--- src/inc/dsfc_pkg.sv ---
/*
  dsfc_pkg: register map, field positions, reset values, limits, modes,
  states and timing constants of the stop sequencer and frequency clamp.
  Assumes a 100 MHz core clock and a 32-bit APB register bus.
*/
package dsfc_pkg;
  localparam int FW     = 16;
  localparam int ADDR_W = 8;

  // register byte offsets
  localparam logic [ADDR_W-1:0] OFS_CTRL     = 8'h00;
  localparam logic [ADDR_W-1:0] OFS_FREQ_CMD = 8'h04;
  localparam logic [ADDR_W-1:0] OFS_LOWEST   = 8'h08;
  localparam logic [ADDR_W-1:0] OFS_TOP      = 8'h0c;
  localparam logic [ADDR_W-1:0] OFS_BASE     = 8'h10;
  localparam logic [ADDR_W-1:0] OFS_ENTRY    = 8'h14;
  localparam logic [ADDR_W-1:0] OFS_OFF_WAIT = 8'h18;
  localparam logic [ADDR_W-1:0] OFS_HOLD     = 8'h1c;
  localparam logic [ADDR_W-1:0] OFS_STRENGTH = 8'h20;
  localparam logic [ADDR_W-1:0] OFS_DWELL_F  = 8'h24;
  localparam logic [ADDR_W-1:0] OFS_DWELL_T  = 8'h28;
  localparam logic [ADDR_W-1:0] OFS_STALL    = 8'h2c;
  localparam logic [ADDR_W-1:0] OFS_STEP     = 8'h30;
  localparam logic [ADDR_W-1:0] OFS_STATUS   = 8'h34;
  localparam logic [ADDR_W-1:0] OFS_OUT_FREQ = 8'h38;

  // control fields
  localparam int CTRL_RUN_BIT   = 0;
  localparam int CTRL_MODE_LSB  = 1;
  localparam int CTRL_MODE_MSB  = 3;
  localparam int CTRL_REACC_BIT = 4;
  localparam int STALL_DEC_BIT  = 3;
  // status fields
  localparam int STAT_STATE_MSB = 2;
  localparam int STAT_STOP_BIT  = 3;
  localparam int STAT_SKIP_BIT  = 4;
  localparam int STAT_BUS_BIT   = 5;

  // stop modes
  localparam logic [2:0] MODE_DEC   = 3'h0;
  localparam logic [2:0] MODE_DCBRK = 3'h1;
  localparam logic [2:0] MODE_FREE  = 3'h2;
  localparam logic [2:0] MODE_PWR   = 3'h4;
  localparam logic [2:0] MODE_MAX   = 3'h4;

  // reset values and ranges; frequencies in 0.01 Hz, off-wait in 0.01 s, hold in 1 s
  localparam logic [FW-1:0] LOWEST_RST  = 16'h0032; // 0.50 Hz
  localparam logic [FW-1:0] LOWEST_MIN  = 16'h0001; // 0.01 Hz
  localparam logic [FW-1:0] LOWEST_MAX  = 16'h03e8; // 10.00 Hz
  localparam logic [FW-1:0] TOP_RST     = 16'h1770; // 60.00 Hz
  localparam logic [FW-1:0] TOP_MIN     = 16'h0fa0; // 40.00 Hz
  localparam logic [FW-1:0] TOP_MAX     = 16'h9c40; // 400.00 Hz
  localparam logic [FW-1:0] BASE_RST    = 16'h1770; // 60.00 Hz
  localparam logic [FW-1:0] ENTRY_RST   = 16'h01f4; // 5.00 Hz
  localparam logic [FW-1:0] ENTRY_MAX   = 16'h1770; // 60.00 Hz
  localparam logic [FW-1:0] WAIT_RST    = 16'h000a; // 0.10 s
  localparam logic [FW-1:0] WAIT_MAX    = 16'h1770; // 60.00 s
  localparam logic [FW-1:0] HOLD_RST    = 16'h0001; // 1 s
  localparam logic [FW-1:0] HOLD_MAX    = 16'h003c; // 60 s
  localparam logic [7:0]    STREN_RST   = 8'h32;    // 50 %
  localparam logic [7:0]    STREN_MAX   = 8'hc8;    // 200 %
  localparam logic [FW-1:0] STEP_RST    = 16'h0064; // 1.00 Hz per 0.01 s
  localparam logic [FW-1:0] CS_PER_SEC  = 16'h0064; // centiseconds a second

  // timing
  localparam int CLK_PERIOD_NS   = 10;
  localparam int CENTISEC_NS     = 10_000_000;
  localparam int CENTISEC_CYCLES = CENTISEC_NS / CLK_PERIOD_NS;

  typedef enum logic [2:0] {
    ST_IDLE   = 3'b000,
    ST_RUN    = 3'b001,
    ST_DECEL  = 3'b010,
    ST_BLOCK  = 3'b011,
    ST_INJECT = 3'b100
  } dsfc_state_t;
endpackage : dsfc_pkg

--- src/inc/dsfc_clamp_if.sv ---
/*
  dsfc_clamp_if: carries a commanded frequency and its limits to the
  clamp and the clamped result back. Assumes dsfc_pkg is compiled first.
*/
`timescale 1ns/1ns
interface dsfc_clamp_if;
  logic [dsfc_pkg::FW-1:0] cmd;
  logic [dsfc_pkg::FW-1:0] lowest;
  logic [dsfc_pkg::FW-1:0] top;
  logic [dsfc_pkg::FW-1:0] clamped;
  modport core  (output cmd, output lowest, output top, input clamped);
  modport clamp (input cmd, input lowest, input top, output clamped);
endinterface : dsfc_clamp_if

--- src/dsfc_freq_clamp.sv ---
/*
  dsfc_freq_clamp: combinational limit of a commanded frequency: zero below
  the start frequency setting, capped at the maximum frequency setting.
  Assumes limits are already in their legal ranges.
*/
`timescale 1ns/1ns
module dsfc_freq_clamp (
  dsfc_clamp_if.clamp lim
);
  always_comb begin
    if (lim.cmd < lim.lowest) begin
      lim.clamped = '0;
    end else if (lim.cmd > lim.top) begin
      lim.clamped = lim.top;
    end else begin
      lim.clamped = lim.cmd;
    end
  end
endmodule : dsfc_freq_clamp

--- src/dsfc_stop_seq.sv ---
/*
  dsfc_stop_seq: stop-mode sequencer with APB registers. Ramps the output
  frequency, sequences ramp, output block, DC injection, coast and power
  braking, and clamps the commanded frequency.
  Assumes one 100 MHz clock, asynchronous reset, and bus-overvoltage and
  stall-limit levels from the power stage, asynchronous to this clock.
*/
// Our own choices: the APB register port and the address map.
`timescale 1ns/1ns
module dsfc_stop_seq #(
  parameter int CENTISEC = dsfc_pkg::CENTISEC_CYCLES
) (
  input  wire logic                          CORE_CLK,
  input  wire logic                          RST,
  input  wire logic                          PSEL,
  input  wire logic                          PENABLE,
  input  wire logic                          PWRITE,
  input  wire logic [dsfc_pkg::ADDR_W-1:0]   PADDR,
  input  wire logic [31:0]                   PWDATA,
  output logic                               PREADY,
  output logic [31:0]                        PRDATA,
  output logic                               PSLVERR,
  input  wire logic                          BUS_OVER,
  input  wire logic                          STALL_LIMIT,
  output logic [dsfc_pkg::FW-1:0]            OUT_FREQ,
  output logic                               OUT_EN,
  output logic                               DC_INJ_EN,
  output logic [7:0]                         DC_INJ_LEVEL,
  output logic [dsfc_pkg::FW-1:0]            BASE_FREQ,
  output logic                               STOPPED
);
  localparam int FW = dsfc_pkg::FW;

  // pin synchronisers
  logic [1:0] pin_in;
  logic [1:0] s1;
  logic [1:0] s2;
  logic [1:0] s3;
  logic [1:0] pin_q;
  logic [1:0] next_pin_q;
  assign pin_in = {STALL_LIMIT, BUS_OVER};

  genvar gi;
  generate
    for (gi = 0; gi < 2; gi++) begin : g_sync
      always_comb begin
        next_pin_q[gi] = (s2[gi] == s3[gi]) ? s3[gi] : pin_q[gi];
      end
      always_ff @(posedge CORE_CLK or posedge RST) begin
        if (RST) begin
          s1[gi]    <= 1'b0;
          s2[gi]    <= 1'b0;
          s3[gi]    <= 1'b0;
          pin_q[gi] <= 1'b0;
        end else begin
          s1[gi]    <= pin_in[gi];
          s2[gi]    <= s1[gi];
          s3[gi]    <= s2[gi];
          pin_q[gi] <= next_pin_q[gi];
        end
      end
    end
  endgenerate

  logic bus_over;
  logic stall_lim;
  assign bus_over  = pin_q[0];
  assign stall_lim = pin_q[1];

  // registers
  logic          run_cmd;
  logic [2:0]    mode;
  logic          reaccel;
  logic [FW-1:0] freq_cmd;
  logic [FW-1:0] lowest_run_frequency;
  logic [FW-1:0] top_frequency;
  logic [FW-1:0] base_frequency;
  logic [FW-1:0] injection_entry_frequency;
  logic [FW-1:0] output_off_wait;
  logic [FW-1:0] injection_hold_time;
  logic [7:0]    injection_strength;
  logic [FW-1:0] dwell_freq;
  logic [FW-1:0] dwell_time;
  logic [7:0]    stall_prevention_options;
  logic [FW-1:0] ramp_step;
  logic [31:0]   rdata;
  logic          rerr;

  logic          next_run_cmd;
  logic [2:0]    next_mode;
  logic          next_reaccel;
  logic [FW-1:0] next_freq_cmd;
  logic [FW-1:0] next_lowest;
  logic [FW-1:0] next_top;
  logic [FW-1:0] next_base;
  logic [FW-1:0] next_entry;
  logic [FW-1:0] next_wait;
  logic [FW-1:0] next_hold;
  logic [7:0]    next_strength;
  logic [FW-1:0] next_dwell_f;
  logic [FW-1:0] next_dwell_t;
  logic [7:0]    next_stall;
  logic [FW-1:0] next_step;
  logic [31:0]   next_rdata;
  logic          next_rerr;

  // sequencer state
  dsfc_pkg::dsfc_state_t state;
  dsfc_pkg::dsfc_state_t next_state;
  logic [FW-1:0] freq;
  logic [FW-1:0] next_freq;
  logic [FW-1:0] timer;
  logic [FW-1:0] next_timer;
  logic [FW-1:0] dwell_cnt;
  logic [FW-1:0] next_dwell_cnt;
  logic [31:0]   pre;
  logic [31:0]   next_pre;
  logic          stopped;
  logic          next_stopped;

  logic          wr;
  logic          setup;
  logic [FW-1:0] wd;
  logic          tick;
  logic [FW-1:0] target;
  logic          dwell_on;
  logic          dwell_skip;
  logic          in_decel;

  dsfc_clamp_if lim_if ();
  assign lim_if.cmd    = freq_cmd;
  assign lim_if.lowest = lowest_run_frequency;
  assign lim_if.top    = top_frequency;
  assign target        = lim_if.clamped;

  dsfc_freq_clamp u_clamp (
    .lim (lim_if.clamp)
  );

  assign setup  = PSEL && !PENABLE;
  assign wr     = PSEL && PENABLE && PWRITE;
  assign wd     = PWDATA[FW-1:0];
  assign PREADY = PSEL && PENABLE;

  // register writes and read capture
  always_comb begin
    next_run_cmd  = run_cmd;
    next_mode     = mode;
    next_reaccel  = reaccel;
    next_freq_cmd = freq_cmd;
    next_lowest   = lowest_run_frequency;
    next_top      = top_frequency;
    next_base     = base_frequency;
    next_entry    = injection_entry_frequency;
    next_wait     = output_off_wait;
    next_hold     = injection_hold_time;
    next_strength = injection_strength;
    next_dwell_f  = dwell_freq;
    next_dwell_t  = dwell_time;
    next_stall    = stall_prevention_options;
    next_step     = ramp_step;
    next_rdata    = rdata;
    next_rerr     = rerr;
    if (wr) begin
      case (PADDR)
        dsfc_pkg::OFS_CTRL: begin
          next_run_cmd = PWDATA[dsfc_pkg::CTRL_RUN_BIT];
          next_reaccel = PWDATA[dsfc_pkg::CTRL_REACC_BIT];
          if (PWDATA[dsfc_pkg::CTRL_MODE_MSB:dsfc_pkg::CTRL_MODE_LSB]
              <= dsfc_pkg::MODE_MAX) begin
            next_mode = PWDATA[dsfc_pkg::CTRL_MODE_MSB:
                               dsfc_pkg::CTRL_MODE_LSB];
          end
        end
        dsfc_pkg::OFS_FREQ_CMD: next_freq_cmd = wd;
        dsfc_pkg::OFS_LOWEST: begin
          if (wd >= dsfc_pkg::LOWEST_MIN && wd <= dsfc_pkg::LOWEST_MAX)
            next_lowest = wd;
        end
        dsfc_pkg::OFS_TOP: begin
          if (wd >= dsfc_pkg::TOP_MIN && wd <= dsfc_pkg::TOP_MAX)
            next_top = wd;
        end
        dsfc_pkg::OFS_BASE: next_base = wd;
        dsfc_pkg::OFS_ENTRY: begin
          if (wd <= dsfc_pkg::ENTRY_MAX) next_entry = wd;
        end
        dsfc_pkg::OFS_OFF_WAIT: begin
          if (wd <= dsfc_pkg::WAIT_MAX) next_wait = wd;
        end
        dsfc_pkg::OFS_HOLD: begin
          if (wd <= dsfc_pkg::HOLD_MAX) next_hold = wd;
        end
        dsfc_pkg::OFS_STRENGTH: begin
          if (PWDATA[7:0] <= dsfc_pkg::STREN_MAX && PWDATA[31:8] == '0)
            next_strength = PWDATA[7:0];
        end
        dsfc_pkg::OFS_DWELL_F: next_dwell_f = wd;
        dsfc_pkg::OFS_DWELL_T: next_dwell_t = wd;
        dsfc_pkg::OFS_STALL:   next_stall = PWDATA[7:0];
        dsfc_pkg::OFS_STEP:    next_step = wd;
        default: ;
      endcase
    end
    if (setup) begin
      next_rerr  = 1'b0;
      next_rdata = '0;
      case (PADDR)
        dsfc_pkg::OFS_CTRL: begin
          next_rdata[dsfc_pkg::CTRL_RUN_BIT] = run_cmd;
          next_rdata[dsfc_pkg::CTRL_MODE_MSB:dsfc_pkg::CTRL_MODE_LSB] = mode;
          next_rdata[dsfc_pkg::CTRL_REACC_BIT] = reaccel;
        end
        dsfc_pkg::OFS_FREQ_CMD: next_rdata[FW-1:0] = freq_cmd;
        dsfc_pkg::OFS_LOWEST:   next_rdata[FW-1:0] = lowest_run_frequency;
        dsfc_pkg::OFS_TOP:      next_rdata[FW-1:0] = top_frequency;
        dsfc_pkg::OFS_BASE:     next_rdata[FW-1:0] = base_frequency;
        dsfc_pkg::OFS_ENTRY:    next_rdata[FW-1:0] = injection_entry_frequency;
        dsfc_pkg::OFS_OFF_WAIT: next_rdata[FW-1:0] = output_off_wait;
        dsfc_pkg::OFS_HOLD:     next_rdata[FW-1:0] = injection_hold_time;
        dsfc_pkg::OFS_STRENGTH: next_rdata[7:0]    = injection_strength;
        dsfc_pkg::OFS_DWELL_F:  next_rdata[FW-1:0] = dwell_freq;
        dsfc_pkg::OFS_DWELL_T:  next_rdata[FW-1:0] = dwell_time;
        dsfc_pkg::OFS_STALL:    next_rdata[7:0]    = stall_prevention_options;
        dsfc_pkg::OFS_STEP:     next_rdata[FW-1:0] = ramp_step;
        dsfc_pkg::OFS_STATUS: begin
          next_rdata[dsfc_pkg::STAT_STATE_MSB:0] = state;
          next_rdata[dsfc_pkg::STAT_STOP_BIT]    = stopped;
          next_rdata[dsfc_pkg::STAT_SKIP_BIT]    = dwell_skip;
          next_rdata[dsfc_pkg::STAT_BUS_BIT]     = bus_over;
        end
        dsfc_pkg::OFS_OUT_FREQ: next_rdata[FW-1:0] = freq;
        default: next_rerr = 1'b1;
      endcase
    end
  end

  always_ff @(posedge CORE_CLK or posedge RST) begin
    if (RST) begin
      run_cmd                   <= 1'b0;
      mode                      <= dsfc_pkg::MODE_DEC;
      reaccel                   <= 1'b0;
      freq_cmd                  <= '0;
      lowest_run_frequency      <= dsfc_pkg::LOWEST_RST;
      top_frequency             <= dsfc_pkg::TOP_RST;
      base_frequency            <= dsfc_pkg::BASE_RST;
      injection_entry_frequency <= dsfc_pkg::ENTRY_RST;
      output_off_wait           <= dsfc_pkg::WAIT_RST;
      injection_hold_time       <= dsfc_pkg::HOLD_RST;
      injection_strength        <= dsfc_pkg::STREN_RST;
      dwell_freq                <= '0;
      dwell_time                <= '0;
      stall_prevention_options  <= '0;
      ramp_step                 <= dsfc_pkg::STEP_RST;
      rdata                     <= '0;
      rerr                      <= 1'b0;
    end else begin
      run_cmd                   <= next_run_cmd;
      mode                      <= next_mode;
      reaccel                   <= next_reaccel;
      freq_cmd                  <= next_freq_cmd;
      lowest_run_frequency      <= next_lowest;
      top_frequency             <= next_top;
      base_frequency            <= next_base;
      injection_entry_frequency <= next_entry;
      output_off_wait           <= next_wait;
      injection_hold_time       <= next_hold;
      injection_strength        <= next_strength;
      dwell_freq                <= next_dwell_f;
      dwell_time                <= next_dwell_t;
      stall_prevention_options  <= next_stall;
      ramp_step                 <= next_step;
      rdata                     <= next_rdata;
      rerr                      <= next_rerr;
    end
  end

  assign PRDATA  = rdata;
  assign PSLVERR = PSEL && PENABLE && rerr;

  // dwell is skipped when it sits below the injection entry in mode 1
  assign dwell_skip = (mode == dsfc_pkg::MODE_DCBRK) &&
                      (dwell_freq < injection_entry_frequency);
  assign dwell_on   = (dwell_freq != '0) && !dwell_skip;
  assign tick       = (pre == 32'(CENTISEC - 1));
  assign in_decel   = (state == dsfc_pkg::ST_DECEL);

  // sequencer
  always_comb begin
    next_state     = state;
    next_freq      = freq;
    next_timer     = timer;
    next_dwell_cnt = dwell_cnt;
    next_stopped   = stopped;
    case (state)
      dsfc_pkg::ST_IDLE: begin
        next_freq = '0;
        if (run_cmd) begin
          next_state     = dsfc_pkg::ST_RUN;
          next_stopped   = 1'b0;
          next_dwell_cnt = '0;
        end
      end
      dsfc_pkg::ST_RUN: begin
        if (!run_cmd && mode == dsfc_pkg::MODE_FREE) begin
          next_state   = dsfc_pkg::ST_IDLE;
          next_freq    = '0;
          next_stopped = 1'b1;
        end else if (!run_cmd) begin
          next_state = dsfc_pkg::ST_DECEL;
        end else if (tick) begin
          if (freq < target) begin
            next_freq = (target - freq > ramp_step) ? freq + ramp_step
                                                    : target;
          end else if (freq > target) begin
            next_freq = (freq - target > ramp_step) ? freq - ramp_step
                                                    : target;
          end
        end
      end
      dsfc_pkg::ST_DECEL: begin
        if (run_cmd) begin
          next_state = dsfc_pkg::ST_RUN;
        end else if (mode == dsfc_pkg::MODE_DCBRK &&
                     freq <= injection_entry_frequency) begin
          next_state = dsfc_pkg::ST_BLOCK;
          next_freq  = '0;
          next_timer = output_off_wait;
        end else if (freq == '0) begin
          next_state   = dsfc_pkg::ST_IDLE;
          next_stopped = 1'b1;
        end else if (tick) begin
          if (in_decel && mode == dsfc_pkg::MODE_PWR && bus_over) begin
            // power braking overrides stall prevention
            if (reaccel && freq < top_frequency) begin
              next_freq = (top_frequency - freq > ramp_step)
                          ? freq + ramp_step : top_frequency;
            end
          end else if (mode != dsfc_pkg::MODE_PWR && stall_lim &&
                       stall_prevention_options[dsfc_pkg::STALL_DEC_BIT])
          begin
            next_freq = freq;
          end else if (dwell_on && freq == dwell_freq &&
                       dwell_cnt < dwell_time) begin
            next_dwell_cnt = dwell_cnt + 16'h0001;
          end else if (dwell_on && freq > dwell_freq &&
                       freq - dwell_freq < ramp_step) begin
            next_freq = dwell_freq;
          end else begin
            next_freq = (freq > ramp_step) ? freq - ramp_step : '0;
          end
        end
      end
      dsfc_pkg::ST_BLOCK: begin
        if (timer == '0) begin
          next_state = dsfc_pkg::ST_INJECT;
          next_timer = 16'(injection_hold_time * dsfc_pkg::CS_PER_SEC);
        end else if (tick) begin
          next_timer = timer - 16'h0001;
        end
      end
      dsfc_pkg::ST_INJECT: begin
        if (timer == '0) begin
          next_state   = dsfc_pkg::ST_IDLE;
          next_stopped = 1'b1;
        end else if (tick) begin
          next_timer = timer - 16'h0001;
        end
      end
      default: begin
        next_state = dsfc_pkg::ST_IDLE;
        next_freq  = '0;
      end
    endcase
    // prescaler restarts at each phase entry so phase times are whole
    if (next_state != state || tick) begin
      next_pre = '0;
    end else begin
      next_pre = pre + 32'h1;
    end
  end

  always_ff @(posedge CORE_CLK or posedge RST) begin
    if (RST) begin
      state     <= dsfc_pkg::ST_IDLE;
      freq      <= '0;
      timer     <= '0;
      dwell_cnt <= '0;
      pre       <= '0;
      stopped   <= 1'b1;
    end else begin
      state     <= next_state;
      freq      <= next_freq;
      timer     <= next_timer;
      dwell_cnt <= next_dwell_cnt;
      pre       <= next_pre;
      stopped   <= next_stopped;
    end
  end

  // outputs
  logic          out_en;
  logic          inj_en;
  logic [7:0]    inj_level;
  logic          next_out_en;
  logic          next_inj_en;
  logic [7:0]    next_inj_level;

  always_comb begin
    next_out_en    = (next_state == dsfc_pkg::ST_RUN) ||
                     (next_state == dsfc_pkg::ST_DECEL);
    next_inj_en    = (next_state == dsfc_pkg::ST_INJECT);
    next_inj_level = next_inj_en ? injection_strength : 8'h00;
  end

  always_ff @(posedge CORE_CLK or posedge RST) begin
    if (RST) begin
      out_en    <= 1'b0;
      inj_en    <= 1'b0;
      inj_level <= '0;
    end else begin
      out_en    <= next_out_en;
      inj_en    <= next_inj_en;
      inj_level <= next_inj_level;
    end
  end

  assign OUT_FREQ     = freq;
  assign OUT_EN       = out_en;
  assign DC_INJ_EN    = inj_en;
  assign DC_INJ_LEVEL = inj_level;
  assign BASE_FREQ    = base_frequency;
  assign STOPPED      = stopped;
endmodule : dsfc_stop_seq

--- config.mk ---
export PLATFORM = sky130hd
export DESIGN_NAME = dsfc_stop_seq
export DESIGN_NICKNAME = d
export VERILOG_FILES = /design/src/inc/dsfc_pkg.sv /design/src/inc/dsfc_clamp_if.sv /design/src/dsfc_freq_clamp.sv /design/src/dsfc_stop_seq.sv
export SDC_FILE = /design/constraint.sdc
export NUM_CORES = 1
export LEC_CHECK = 0
export BUFFER_PORTS_ARGS = -buffer_cell sky130_fd_sc_hd__buf_2
export CAP_MARGIN = 0
export CORE_ASPECT_RATIO = 1.1
export CORE_UTILIZATION = 45
export CTS_BUF_LIST = sky130_fd_sc_hd__clkbuf_8
export DETAILED_ROUTE_END_ITERATION = 10
export PLACE_DENSITY = 0.71
export SLEW_MARGIN = 20
export SYNTH_ARGS = -nofsm -noshare
export SYNTH_HDL_FRONTEND = slang
export SYNTH_SLANG_ARGS = --single-unit
export TNS_END_PERCENT = 5
--- constraint.sdc ---
create_clock -name CORE_CLK -period 23.5 [get_ports CORE_CLK]
set_input_delay 2.35 -clock CORE_CLK [delete_from_list [all_inputs] [get_ports CORE_CLK]]
set_output_delay 2.35 -clock CORE_CLK [all_outputs]
set_load 0.01 [all_outputs]
==> Yosys cells after proc, flatten, opt, wreduce, memory -nomap -nowiden <==
Cells that the tools add are included.
W data, S select, Z words.
{ "totals": {"romBits": 0, "memories": 0, "out_inout_bits": 77, "latch_bits": 0, "inputBits": 47, "ff_bits": 300, "ramBits": 0, "word_cells": 231} }
{ "op_classes": {"bitwise_logic": 1, "magnitude_cmp": 22, "mul": 1, "addsub": 9, "shift": 0, "reduce_logical": 54, "n_mux": 59, "eq_ne": 51, "n_div": 0} }
{ "ops": {"columns": ["op", "count"], "rows": [
  ["$mux W16", 33],
  ["$gt A16 B16 Y1", 7],
  ["$lt A16 B16 Y1", 6],
  ["$pmux W16 S3", 2],
  ["$pmux W8 S11", 1],
  ["$sub A16 B16 Y16", 5],
  ["$pmux W5 S15", 1],
  ["$eq A8 B6 Y1 const B", 7],
  ["$add A32 B1 Y32 const B", 1],
  ["$eq A32 B20 Y1 const B", 1],
  ["$eq A8 B5 Y1 const B", 4],
  ["$logic_not A16 Y1", 2],
  ["$mux W32", 1],
  ["$pmux W16 S2", 1],
  ["$pmux W2 S13", 1],
  ["$logic_not A24 Y1", 1],
  ["$mux W3", 8],
  ["$reduce_and A3 Y1", 7],
  ["$logic_and A1 B1 Y1", 20],
  ["$ne A2 B2 Y1 const B", 10],
  ["$add A16 B1 Y16 const B", 1],
  ["$add A16 B16 Y16", 1],
  ["$eq A16 B16 Y1", 1],
  ["$eq A8 B4 Y1 const B", 2],
  ["43 further kinds", 73]
]} }

==> Longest topological paths before layout <==
Gate-level depths: netlist of the first run.
{ "depth": {"ltp_word": 15, "ltp_mapped": 35} }

==> Hierarchy <==
Synthesis of the first run repeated with hierarchy kept, for this count alone.
{ "unflattened": {"hier_cells": 2685, "area_unflattened_um2": 24033.0} }
{ "modules_own_cells": {"columns": ["mod", "area_per_inst_um2", "seq_area_each_um2", "cells_each", "instances"], "rows": [
  ["dsfc_stop_seq", 22693.0, 7548.5, 2502, 1],
  ["dsfc_freq_clamp", 1340.0, 0.0, 183, 1]
]} }

==> Least setup slack after synthesis of the first run <==
Ideal clock, no wire load.
{ "synth_timing": {"kind": "register -> register", "startpoint": "register top_frequency[10] (netlist: lim_if.top[10])", "endpoint": "register freq[5] (netlist: OUT_FREQ[5])", "t_arrival_ns": 6.277, "path_stages_with_launch": 32, "required_ns": 23.423, "setup_slack_ns": 17.145, "synth_period_minus_slack_ns": 6.355, "n_path_buf": 2, "path_cell_list": "dfstp_2 -> inv_1 -> ha_1 -> a41o_1 -> a21oi_2 -> o2bb2ai_1 -> o31ai_4 -> buf_2 -> mux2i_1 -> nor2_1 -> ha_1 -> inv_1 -> nor2_1 -> o21ai_0 -> nand2b_1 -> nand3_1 -> and3_1 -> nor2b_1 -> or4b_1 -> and3_1 -> a311o_1 -> ha_1 -> nand4_1 -> nor2_1 -> and3_1 -> o21ba_2 -> a21o_1 -> clkbuf_1 -> o311ai_0 -> o311a_1 -> a31oi_1 -> a21oi_1"} }
{ "synth_between": {"elab_chain_len": 12, "elab_cells_between_ends": 31, "cone_classes": "add/sub (3); order compare (7); eq/ne (2); mux (17); reduce/logical (2)"} }
{ "synth_rtl": {"columns": ["item", "line", "source"], "rows": [
  ["start: declaration", "dsfc_stop_seq.sv:76", "logic [FW-1:0] top_frequency;"],
  ["start signal: assignment", "dsfc_stop_seq.sv:245", "top_frequency <= dsfc_pkg::TOP_RST;"],
  ["start signal: assignment", "dsfc_stop_seq.sv:263", "top_frequency <= next_top;"],
  ["$gt A16 B16 Y1", "dsfc_freq_clamp.sv:13", "end else if (lim.cmd > lim.top) begin"],
  ["$mux W16", "dsfc_freq_clamp.sv:13", null],
  ["$mux W16", "dsfc_freq_clamp.sv:11", "if (lim.cmd < lim.lowest) begin"],
  ["$sub A16 B16 Y16", "dsfc_stop_seq.sv:316", "next_freq = (freq - target > ramp_step) ? freq - ramp_step"],
  ["$gt A16 B16 Y1", "dsfc_stop_seq.sv:316", null],
  ["$mux W16", "dsfc_stop_seq.sv:316", null],
  ["$mux W16", "dsfc_stop_seq.sv:315", "end else if (freq > target) begin"],
  ["$mux W16", "dsfc_stop_seq.sv:312", "if (freq < target) begin"],
  ["$mux W16", "dsfc_stop_seq.sv:311", "end else if (tick) begin"],
  ["$mux W16", "dsfc_stop_seq.sv:309", "end else if (!run_cmd) begin"],
  ["$mux W16", "dsfc_stop_seq.sv:305", "if (!run_cmd && mode == dsfc_pkg::MODE_FREE) begin"],
  ["$pmux W16 S3", "dsfc_stop_seq.sv:295", "case (state)"],
  ["end signal: assignment", "dsfc_stop_seq.sv:393", "freq <= next_freq;"],
  ["end: declaration", "dsfc_stop_seq.sv:110", "logic [FW-1:0] freq;"]
]} }
Several ways; a longest one is shown, not always the timed one. The select of a mux whose other input is x is not followed.
A chain may end at the register's enable or synchronous reset.

==> Final worst setup path of the first run <==
{ "layout_timing": {"startpoint": "register top_frequency[10] (netlist: lim_if.top[10])", "endpoint": "register freq[0] (netlist: OUT_FREQ[0])"} }
Same word-level chain as after synthesis.

==> metrics.txt, run 1 <==
Setup Skew 0.0167 ns; GR peak layer met2; RSZ-0062 raised after global routing no; Worst Setup End Kind register; critical path type reg -> reg; fin nets 3114; CTS tree built; largest cells by area after synthesis dfrtp_1, ha_1, mux2_2; Crit path buffers/inverters 2; GRT Total Usage 33.1%; Mapped Area 23900 µm²; Synthesis Warnings 0; top cells by count, synth dfrtp_1, ha_1, nor2_1; max incr delay on CP ~0.84 ns; Peak VDD IR 0.119 mV; I/O pin total 124; height of the die 244 µm; Tightest Pin Transition around 1.0 ns; drc violations 0; post-CTS setup buffer count 0; Core Footprint 52500 µm²; relative slew slack between 30% and 40%; most frequent cell after synthesis dfrtp_1; die area 54100 µm²; clock root cell clkbuf_8; CP Data Arrival Time 8.53 ns; status completed; Seq/Total Area, Yosys 31.6%; Cell Rows 88; final worst path period need 7.96 ns; clk buf depth 3; met1 Use GR 39.9%; final count of hold timing violations 0; Clock transition at path regs ~0.070 ns; Setup crit start kind register; pin count of the biggest net entering global routing ~110; Die Width 222 µm; post-synth top area share 27.9%; Avg WL per Cell 25.7 µm; post-cts resize count 0; hold buffers post-CTS 0; CTS Sinks 300; Final Total Pwr 2.90 mW; FF+latch count, synth 300; H-tree depth 2; library cells used by synthesis 93; vias in the first global route approximately 22000; final antenna-violating net count 0; Synth Instances 2710; maximum fanout along the worst path 23; TritonRoute pass-1 iters 6; Leak Pwr between 10 and 15 nW; non-filler cells, final 3511; worst setup margin roughly 16 ns; worst slack at placement 15.63 ns; met3 GRT Util 5.02%; Max-Cap Viols 0; Final period util approximately a third; predominant post-synthesis flop cell dfrtp_1; worst min path class reg -> reg; gpl congestion between 1 and 1.5; drt initial violations 2151; antenna violations before repair 1; Avg Cell Area, Syn 8.82 µm²; Critical Path RT 24.07 ns; port bufs 107; Final Setup Violations 0; final slew viol count 0; aggregate routed wire length 90200 µm; total grt overflow 0; cell family contributing the most delay on the critical path compound AO/OA/AOI/OAI gates; setup TNS 0 ns; starting density of the core a little under half; placed cells 3411; asr flop ratio synth 100%; slowest CP cell o31ai_4; grt met2 use 53.7%; Clock Latency Late Sink 0.65 ns; CTS buffer count 53; fmax 0.126 GHz; Pwr per Cell Area 110 nW/µm²; Layout area overhead 9.89%; share of cells above drive strength 1 15.1%; Vias/cell 6.34; global-route wire length before repair approximately 140000 µm; via count 22300; Post-synth EDFFs 0; HPWL Detailed 68700 µm; largest area contributor in the netlist dfrtp_1
==> metal layers <==
metal  routed length, µm  vias up
li1                    -     9968
met3                6830      297
met2               41300     1133
met5                   0        -
met1               34900    10900
met4                7180        0
==> worst paths after layout <==
path | startpoint | to | slack (ns) | cells after the start
min in group asynchronous | RST | injection_hold_time[4]$_DFFE_PP0P_ | 1.81 | 2
worst max-delay path | lim_if.top[10]$_DFFE_PP1P_ | OUT_FREQ[0]$_DFFE_PP0P_ | 15.54 | 30
max in group asynchronous | RST | OUT_FREQ[5]$_DFFE_PP0P_ | 20.27 | 3
worst min register to register | s1[1]$_DFF_PP0_ | s2[1]$_DFF_PP0_ | 0.35 | 0
worst max register to register | lim_if.top[10]$_DFFE_PP1P_ | OUT_FREQ[0]$_DFFE_PP0P_ | 15.54 | 30
worst min-delay path | s1[1]$_DFF_PP0_ | s2[1]$_DFF_PP0_ | 0.35 | 0
==> cell families (layout without fill, tap and decap cells) <==
| family | after synthesis | in the layout | synth area share [%] |
|---|---|---|---|
| adder cells (fa/ha/maj) | 278 | 278 | 15.0 |
| AND/OR/NAND/NOR | 789 | 789 | 16.0 |
| buffers and inverters | 345 | 454 | 5.73 |
| XOR/XNOR | 125 | 125 | 4.58 |
| multiplexers | 147 | 147 | 6.81 |
| other | 1 | 18 | 0.0157 |
| AO/OA/AOI/OAI | 725 | 725 | 20.4 |
| flip-flops | 300 | 300 | 31.6 |
==> placed cells by master (no fill, tap or decap), types with 53 or more instances in the layout <==
cell	n
nand3_1	55
nor2_1	229
inv_1	228
clkbuf_8	69
mux2_2	125
a21o_1	60
o21ai_0	159
nand2_1	193
nor3_1	53
ha_1	262
nand4_1	62
buf_2	107
dfrtp_1	267
a21oi_1	180
xnor2_1	79
==> sequential cells by signal, summed over array words and instances (netlist names), 2 cells and up <==
| name | cells |
|---|---|
| s1 | 2 |
| DC_INJ_LEVEL | 8 |
| injection_strength | 8 |
| lim_if.top | 16 |
| BASE_FREQ | 16 |
| timer | 16 |
| PRDATA | 16 |
| freq_cmd | 16 |
| dwell_freq | 16 |
| dwell_time | 16 |
| output_off_wait | 16 |
| s3 | 2 |
| dwell_cnt | 16 |
| pre | 32 |
| stall_prevention_options | 8 |
| OUT_FREQ | 16 |
| ramp_step | 16 |
| s2 | 2 |
| injection_hold_time | 16 |
| state | 3 |
| injection_entry_frequency | 16 |
| mode | 3 |
| lim_if.lowest | 16 |
==> area by class of cell <==
| type | instances | area (µm²) |
|---|---|---|
| flip-flops and latches | 300 | 7550 |
| repair buffers | 144 | 817 |
| clock inverters | 29 | 211 |
| inverters | 212 | 803 |
| well taps | 675 | 845 |
| diodes | 2 | 5.00 |
| multi-input cells | 2080 | 15100 |
| clock buffers | 69 | 950 |
| fillers | 4889 | 26200 |
==> worst reg2reg max path: cells and delay by family, from the launching register on <==
family	cells	cell delay (ns)
AOI/OAI and AO/OA	12	3.83
and+or+nand+nor	10	1.45
adders and majority gates	3	0.91
muxes	2	0.82
DFF	1	0.58
xor gates and xnor gates	1	0.16
buffers and inverters	2	0.14
==> stage by stage <==
step / hold WS (ns) / instance area, µm² / utilization [%]
6_report: 0.354 / 26300 / 50.0
5_1_grt: 0.359 / 26300 / 50.0
4_1_cts: 0.355 / 26300 / 50.0
3_5_place_dp: 0.343 / 25100 / 47.8
3_3_place_gp: 0.333 / 25100 / 47.8
2_1_floorplan: 0.331 / 24000 / -
==> where the power goes <==
part	switching [mW]	total [mW]	internal (mW)
clock	0.236	0.532	0.297
combinational	1.13	1.78	0.659
sequential	0.0431	0.583	0.539
total	1.40	2.90	1.49
(Power assumes the default switching activity.)
==> inputs of run 2 (changes only) <==
clock period = 7.9 ns   (was 23.5 ns; I/O delays follow)
==> run 2 against run 1 <==
  * Die area stayed put
  * Via count is 0.91% higher
  * Routed wire length is 1.5% lower
  * Maximum frequency is 8.2% higher
  * Non-clock buffer count is 18 higher
  * First-iteration DRC count is 2.2% lower
  * Core utilization is 0.093 points higher
  * Hold slack worse by 0.085 ns
  * Largest power group unchanged
  * Global-route usage is 0.53 points lower
  * Clock skew is 0.031 ns higher
  * Largest cell class unchanged
  * Setup slack worse by 15 ns
  * Combinational power grew to 3.0 times the previous value
==> metrics.txt, run 2 (synthesis results as in run 1) <==
status completed; antenna violations before repair 2; final count of hold timing violations 0; most common cell after layout, fill and taps aside dfrtp_1; Setup crit start kind register; Final period util 93.0%; reg2reg path depth 28; port bufs 107; CTS buffer count 50; Vias/cell 6.38; aggregate routed wire length slightly below 90000 µm; gpl congestion 1.06; RSZ-0062 raised after global routing no; relative slew slack 26.9%; Worst Setup End Kind register; Top reg by flops pre; Cell Rows 88; HPWL Detailed 67800 µm; placed cells 3425; Pwr per Cell Area 329 nW/µm²; clk buf depth 3; Avg WL per Cell 25.2 µm; global-route wire length before repair 135000 µm; vias in the first global route 22400; total grt overflow 0; critical path type reg -> reg; worst min path class in -> async; Peak VDD IR 0.355 mV; pin count of the biggest net entering global routing 78; Max-Cap Viols 0; slowest CP cell or4_1; Setup Skew 0.0479 ns; CTS Sinks 300; Clock transition at path regs about 0.080 ns; Final Core Density between 50% and 60%; final slew viol count 0; cell family contributing the most delay on the critical path simple AND/OR/NAND/NOR gates; Layout area overhead 10.1%; Crit path buffers/inverters 6; most frequent cells in the layout dfrtp_1, ha_1, nor2_1; clock root cell clkbuf_8; I/O pin total around 120; height of the die 244 µm; fmax 0.136 GHz; fin nets 3129; Leak Pwr about 13 nW; via count 22500; hold buffers post-CTS 0; share of cells above drive strength 1 15.6%; post-cts resize count 0; final worst path period need 7.35 ns; max incr delay on CP 0.70 ns; GRT Total Usage 32.6%; final antenna-violating net count 0; Die Width 222 µm; maximum fanout along the worst path 18; area of the multi-input gates 15100 µm²; Core Footprint 52500 µm²; # fillers between 4000 and 5000; CTS tree built; Largest register FFs 32; Critical Path Stages 28; Clock Latency Late Sink 0.63 ns; setup TNS 0 ns; register area around 7500 µm²; Final Setup Violations 0; cell repeated most along the worst path a21oi_1; non-filler cells, final 3523; TritonRoute pass-1 iters 6; drt initial violations 2103; die area 54100 µm²; H-tree depth 2; Tightest Pin Transition 1.10 ns; CP Data Arrival Time 7.91 ns; Critical Path RT around 8.5 ns; drc violations 0; starting density of the core a little under half
[run 2: cell count changes in the layout (fill, tap and decap cells not counted), sizes merged, moves of 4 or more]
cell,before,now
buf,144,162
clkinvlp,1,7
clkinv,6,10
inv,231,225
clkbuf,69,59
[run 2: path summary, 6_finish.rpt]
check	startpoint	slack (ns)	endpoint
max	lim_if.top[12]$_DFFE_PP1P_	0.55	OUT_FREQ[0]$_DFFE_PP0P_
min	RST	0.27	injection_strength[7]$_DFFE_PP0P_
max reg2reg	lim_if.top[12]$_DFFE_PP1P_	0.55	OUT_FREQ[0]$_DFFE_PP0P_
min reg2reg	s1[1]$_DFF_PP0_	0.36	s2[1]$_DFF_PP0_
max in group asynchronous	RST	6.18	dwell_cnt[14]$_DFFE_PP0P_
min in group CORE_CLK	BUS_OVER	0.29	s1[0]$_DFF_PP0_
[run 2: metal layers]
layer,wire (µm),vias up,part of all wire [%],GRT usage (%)
met5,11,-,0.012,0
met4,7230,2,8.1,23.3
met3,7590,360,8.5,5.35
met2,40500,1233,46,53.2
met1,33600,10900,38,39.0
li1,-,10000,-,-
[run 2: metrics by stage]
step,cell area (µm²),power [mW],worst slack (ns),hold slack [ns]
6_report,26300,8.66,0.550,0.269
4_1_cts,26300,8.54,0.295,0.258
5_1_grt,26300,9.23,0.175,0.263
3_5_place_dp,25200,6.99,0.319,0.340
2_1_floorplan,24000,5.39,1.55,0.331
3_3_place_gp,25200,6.91,0.512,0.334
[run 2: what timing repair did]
item,4_1_cts,5_1_grt
endpoints found under the setup margin,0,12
setup buffers,0,4
endpoints found under the hold margin,0,0
[run 2: cell type report]
cell class,instances,area share [%]
antenna,1,0.00950
clock buffer,59,3.08
clock inverter,34,1.04
inverter,212,3.04
multi-input combinational,2080,57.3
sequential,300,28.7
tap,675,3.21
timing repair buffer,162,3.62
[run 2: report_power, final]
part	internal, mW	total [mW]	switching, mW
Sequential	1.60	1.73	0.127
Clock	0.817	1.52	0.701
Combinational	2.05	5.42	3.37
Total	4.47	8.66	4.19
==> inputs of run 3 (changes only) <==
BUFFER_PORTS_ARGS = not set   (was -buffer_cell sky130_fd_sc_hd__buf_2)
DONT_BUFFER_PORTS = 1   (was not set)
HOLD_SLACK_MARGIN = 0.15   (was not set)
PLACE_DENSITY = 0.69   (was 0.71)
==> run 3 against run 2 <==
  * Sequential share of layout area increased by 0.43 points
  * Cell count decreased by 2.5%
  * Non-clock buffer count decreased by 91
  * Highest routed layer is now met4
  * Largest power group unchanged
  * Clock power about the same
  * Core utilization decreased by 0.74 points
  * Sequential power about the same
  * Global-route usage decreased by 0.26 points
  * Die area unchanged
  * Largest cell class unchanged
  * Sequential cell count unchanged
  * Hold slack got worse by 0.080 ns
==> metrics.txt, run 3 (synthesis results as in run 1) <==
Worst Hold End s1[0]$_DFF_PP0_; area of the multi-input gates 15100 µm²; RSZ-0062 raised after global routing no; gpl congestion between 1 and 1.5; final count of hold timing violations 0; I/O pin total 124; maximum fanout along the worst path 18; hold_sp BUS_OVER; GRT Total Usage around 32%; Largest register FFs 32; starting density of the core 45.5%; setup TNS 0 ns; pin count of the biggest net entering global routing approximately 190; die area 54100 µm²; critical path type reg -> reg; final worst path period need 7.43 ns; final antenna-violating net count 0; most common cell after layout, fill and taps aside dfrtp_1; vias in the first global route 21900; drc violations 0; relative slew slack between 20% and 30%; Avg WL per Cell between 20 and 30 µm; HPWL Detailed between 60000 and 70000 µm; Peak VDD IR 0.352 mV; Tightest Pin Transition 1.12 ns; CTS buffer count 51; CTS tree built; via count 22000; total grt overflow 0; share of cells above drive strength 1 12.8%; Vias/cell approximately 6.4; reg2reg start freq_cmd[9]$_DFFE_PP0P_; Final period util roughly 94%; port bufs 0; global-route wire length before repair 133000 µm; Core Footprint 52500 µm²; Cell Rows 88; status completed; Top reg by flops pre; fmax roughly 0.13 GHz; CTS Sinks 300; slowest CP cell a211oi_1; Worst Setup End Kind register; Pwr per Cell Area 335 nW/µm²; Final Setup Violations 0; Clock transition at path regs 0.07 ns; aggregate routed wire length 88900 µm; post-cts resize count 0; worst min path class in -> reg; Leak Pwr 12.4 nW; reg2reg path depth 28; height of the die between 200 and 250 µm; drt initial violations 2165; hold path cells 0; # fillers 4904; fin nets around 3000; clk buf depth 3; register area 7550 µm²; Setup Skew 0.0345 ns; final hold slack 0.189 ns; most frequent cells in the layout dfrtp_1, ha_1, nor2_1; Clock Latency Late Sink 0.65 ns; Setup crit start kind register; Die Width around 220 µm; placed cells roughly 3300; max incr delay on CP 0.63 ns; Layout area overhead 8.48%; non-filler cells, final 3434; final slew viol count 0; antenna violations before repair 1; CP Data Arrival Time 8.01 ns; Critical Path RT ~8.5 ns; H-tree depth 2; clock root cell clkbuf_8; reg2reg setup slack ~0.47 ns; Max-Cap Viols 0; TritonRoute pass-1 iters 6; reg-to-reg critical path endpoint OUT_FREQ[5]$_DFFE_PP0P_
-- run 3: cell count changes in the layout (fill, tap and decap cells not counted), moves of 2 or more --
cell,before,now
nor2_1,230,232
buf_2,107,0
clkinv_2,8,14
buf_4,54,68
clkinvlp_4,7,3
inv_1,224,222
nor2_2,4,2
clkbuf_8,59,62
-- run 3: cell type report --
| class | count | share of cell area (%) |
|---|---|---|
| sequential | 300 | 29.1 |
| tap | 675 | 3.26 |
| clock inverter | 33 | 0.907 |
| clock buffer | 62 | 3.29 |
| timing repair buffer | 71 | 2.19 |
| multi-input combinational | 2080 | 58.2 |
| antenna | 1 | 0.00965 |
| inverter | 212 | 3.08 |
-- run 3: worst max-delay path, delay by kind of cell, from the launching register on --
family	cells	cell delay, ns
buffers and inverters	2	0.59
AO/OA/AOI/OAI	14	3.56
adder cells (fa/ha/maj)	3	1.25
flip-flops	1	0.46
AND/OR/NAND/NOR	8	1.34
XOR/XNOR	1	0.12
-- run 3: repair_timing --
action | CTS | global route
hold endpoints to repair | 16 | 0
setup buffers | 0 | 6
hold buffers | 1 | 0
setup endpoints to repair | 0 | 16
-- run 3: layer usage --
metal | global-route usage, % | vias up | wire [µm]
li1 | - | 9806 | -
met1 | 37.8 | 10700 | 33800
met2 | 53.7 | 1165 | 41100
met3 | 6.08 | 314 | 7250
met4 | 22.3 | 0 | 6740
met5 | 0 | - | 0
-- run 3: through the flow --
step	utilization [%]	instance area [µm²]	total power, mW	setup slack, ns
CTS	49.2	25900	8.54	0.227
finish	49.4	25900	8.69	0.470
detailed placement	47.2	24800	7.01	0.239
global placement	47.2	24800	6.90	0.430
floorplan	-	24000	5.39	1.55
global route	49.4	25900	9.21	0.201
-- run 3: how the worst max path moves through the flow --
stage / endpoint / from / slack (ns) / cells past startpoint
after floorplan: OUT_FREQ[5]$_DFFE_PP0P_ / lim_if.top[10]$_DFFE_PP1P_ / 1.55 / 31
after global placement: OUT_FREQ[5]$_DFFE_PP0P_ / lim_if.top[10]$_DFFE_PP1P_ / 0.43 / 30
after detailed placement: OUT_FREQ[5]$_DFFE_PP0P_ / lim_if.top[10]$_DFFE_PP1P_ / 0.24 / 30
after CTS: OUT_FREQ[5]$_DFFE_PP0P_ / lim_if.top[9]$_DFFE_PP1P_ / 0.23 / 30
after global routing: OUT_FREQ[5]$_DFFE_PP0P_ / lim_if.top[10]$_DFFE_PP1P_ / 0.20 / 31
final: OUT_FREQ[5]$_DFFE_PP0P_ / freq_cmd[9]$_DFFE_PP0P_ / 0.47 / 28
-- run 3: power by group --
group | internal, mW | switching, mW | total (mW)
sequential | 1.60 | 0.118 | 1.72
combinational | 2.08 | 3.38 | 5.46
clock | 0.814 | 0.695 | 1.51
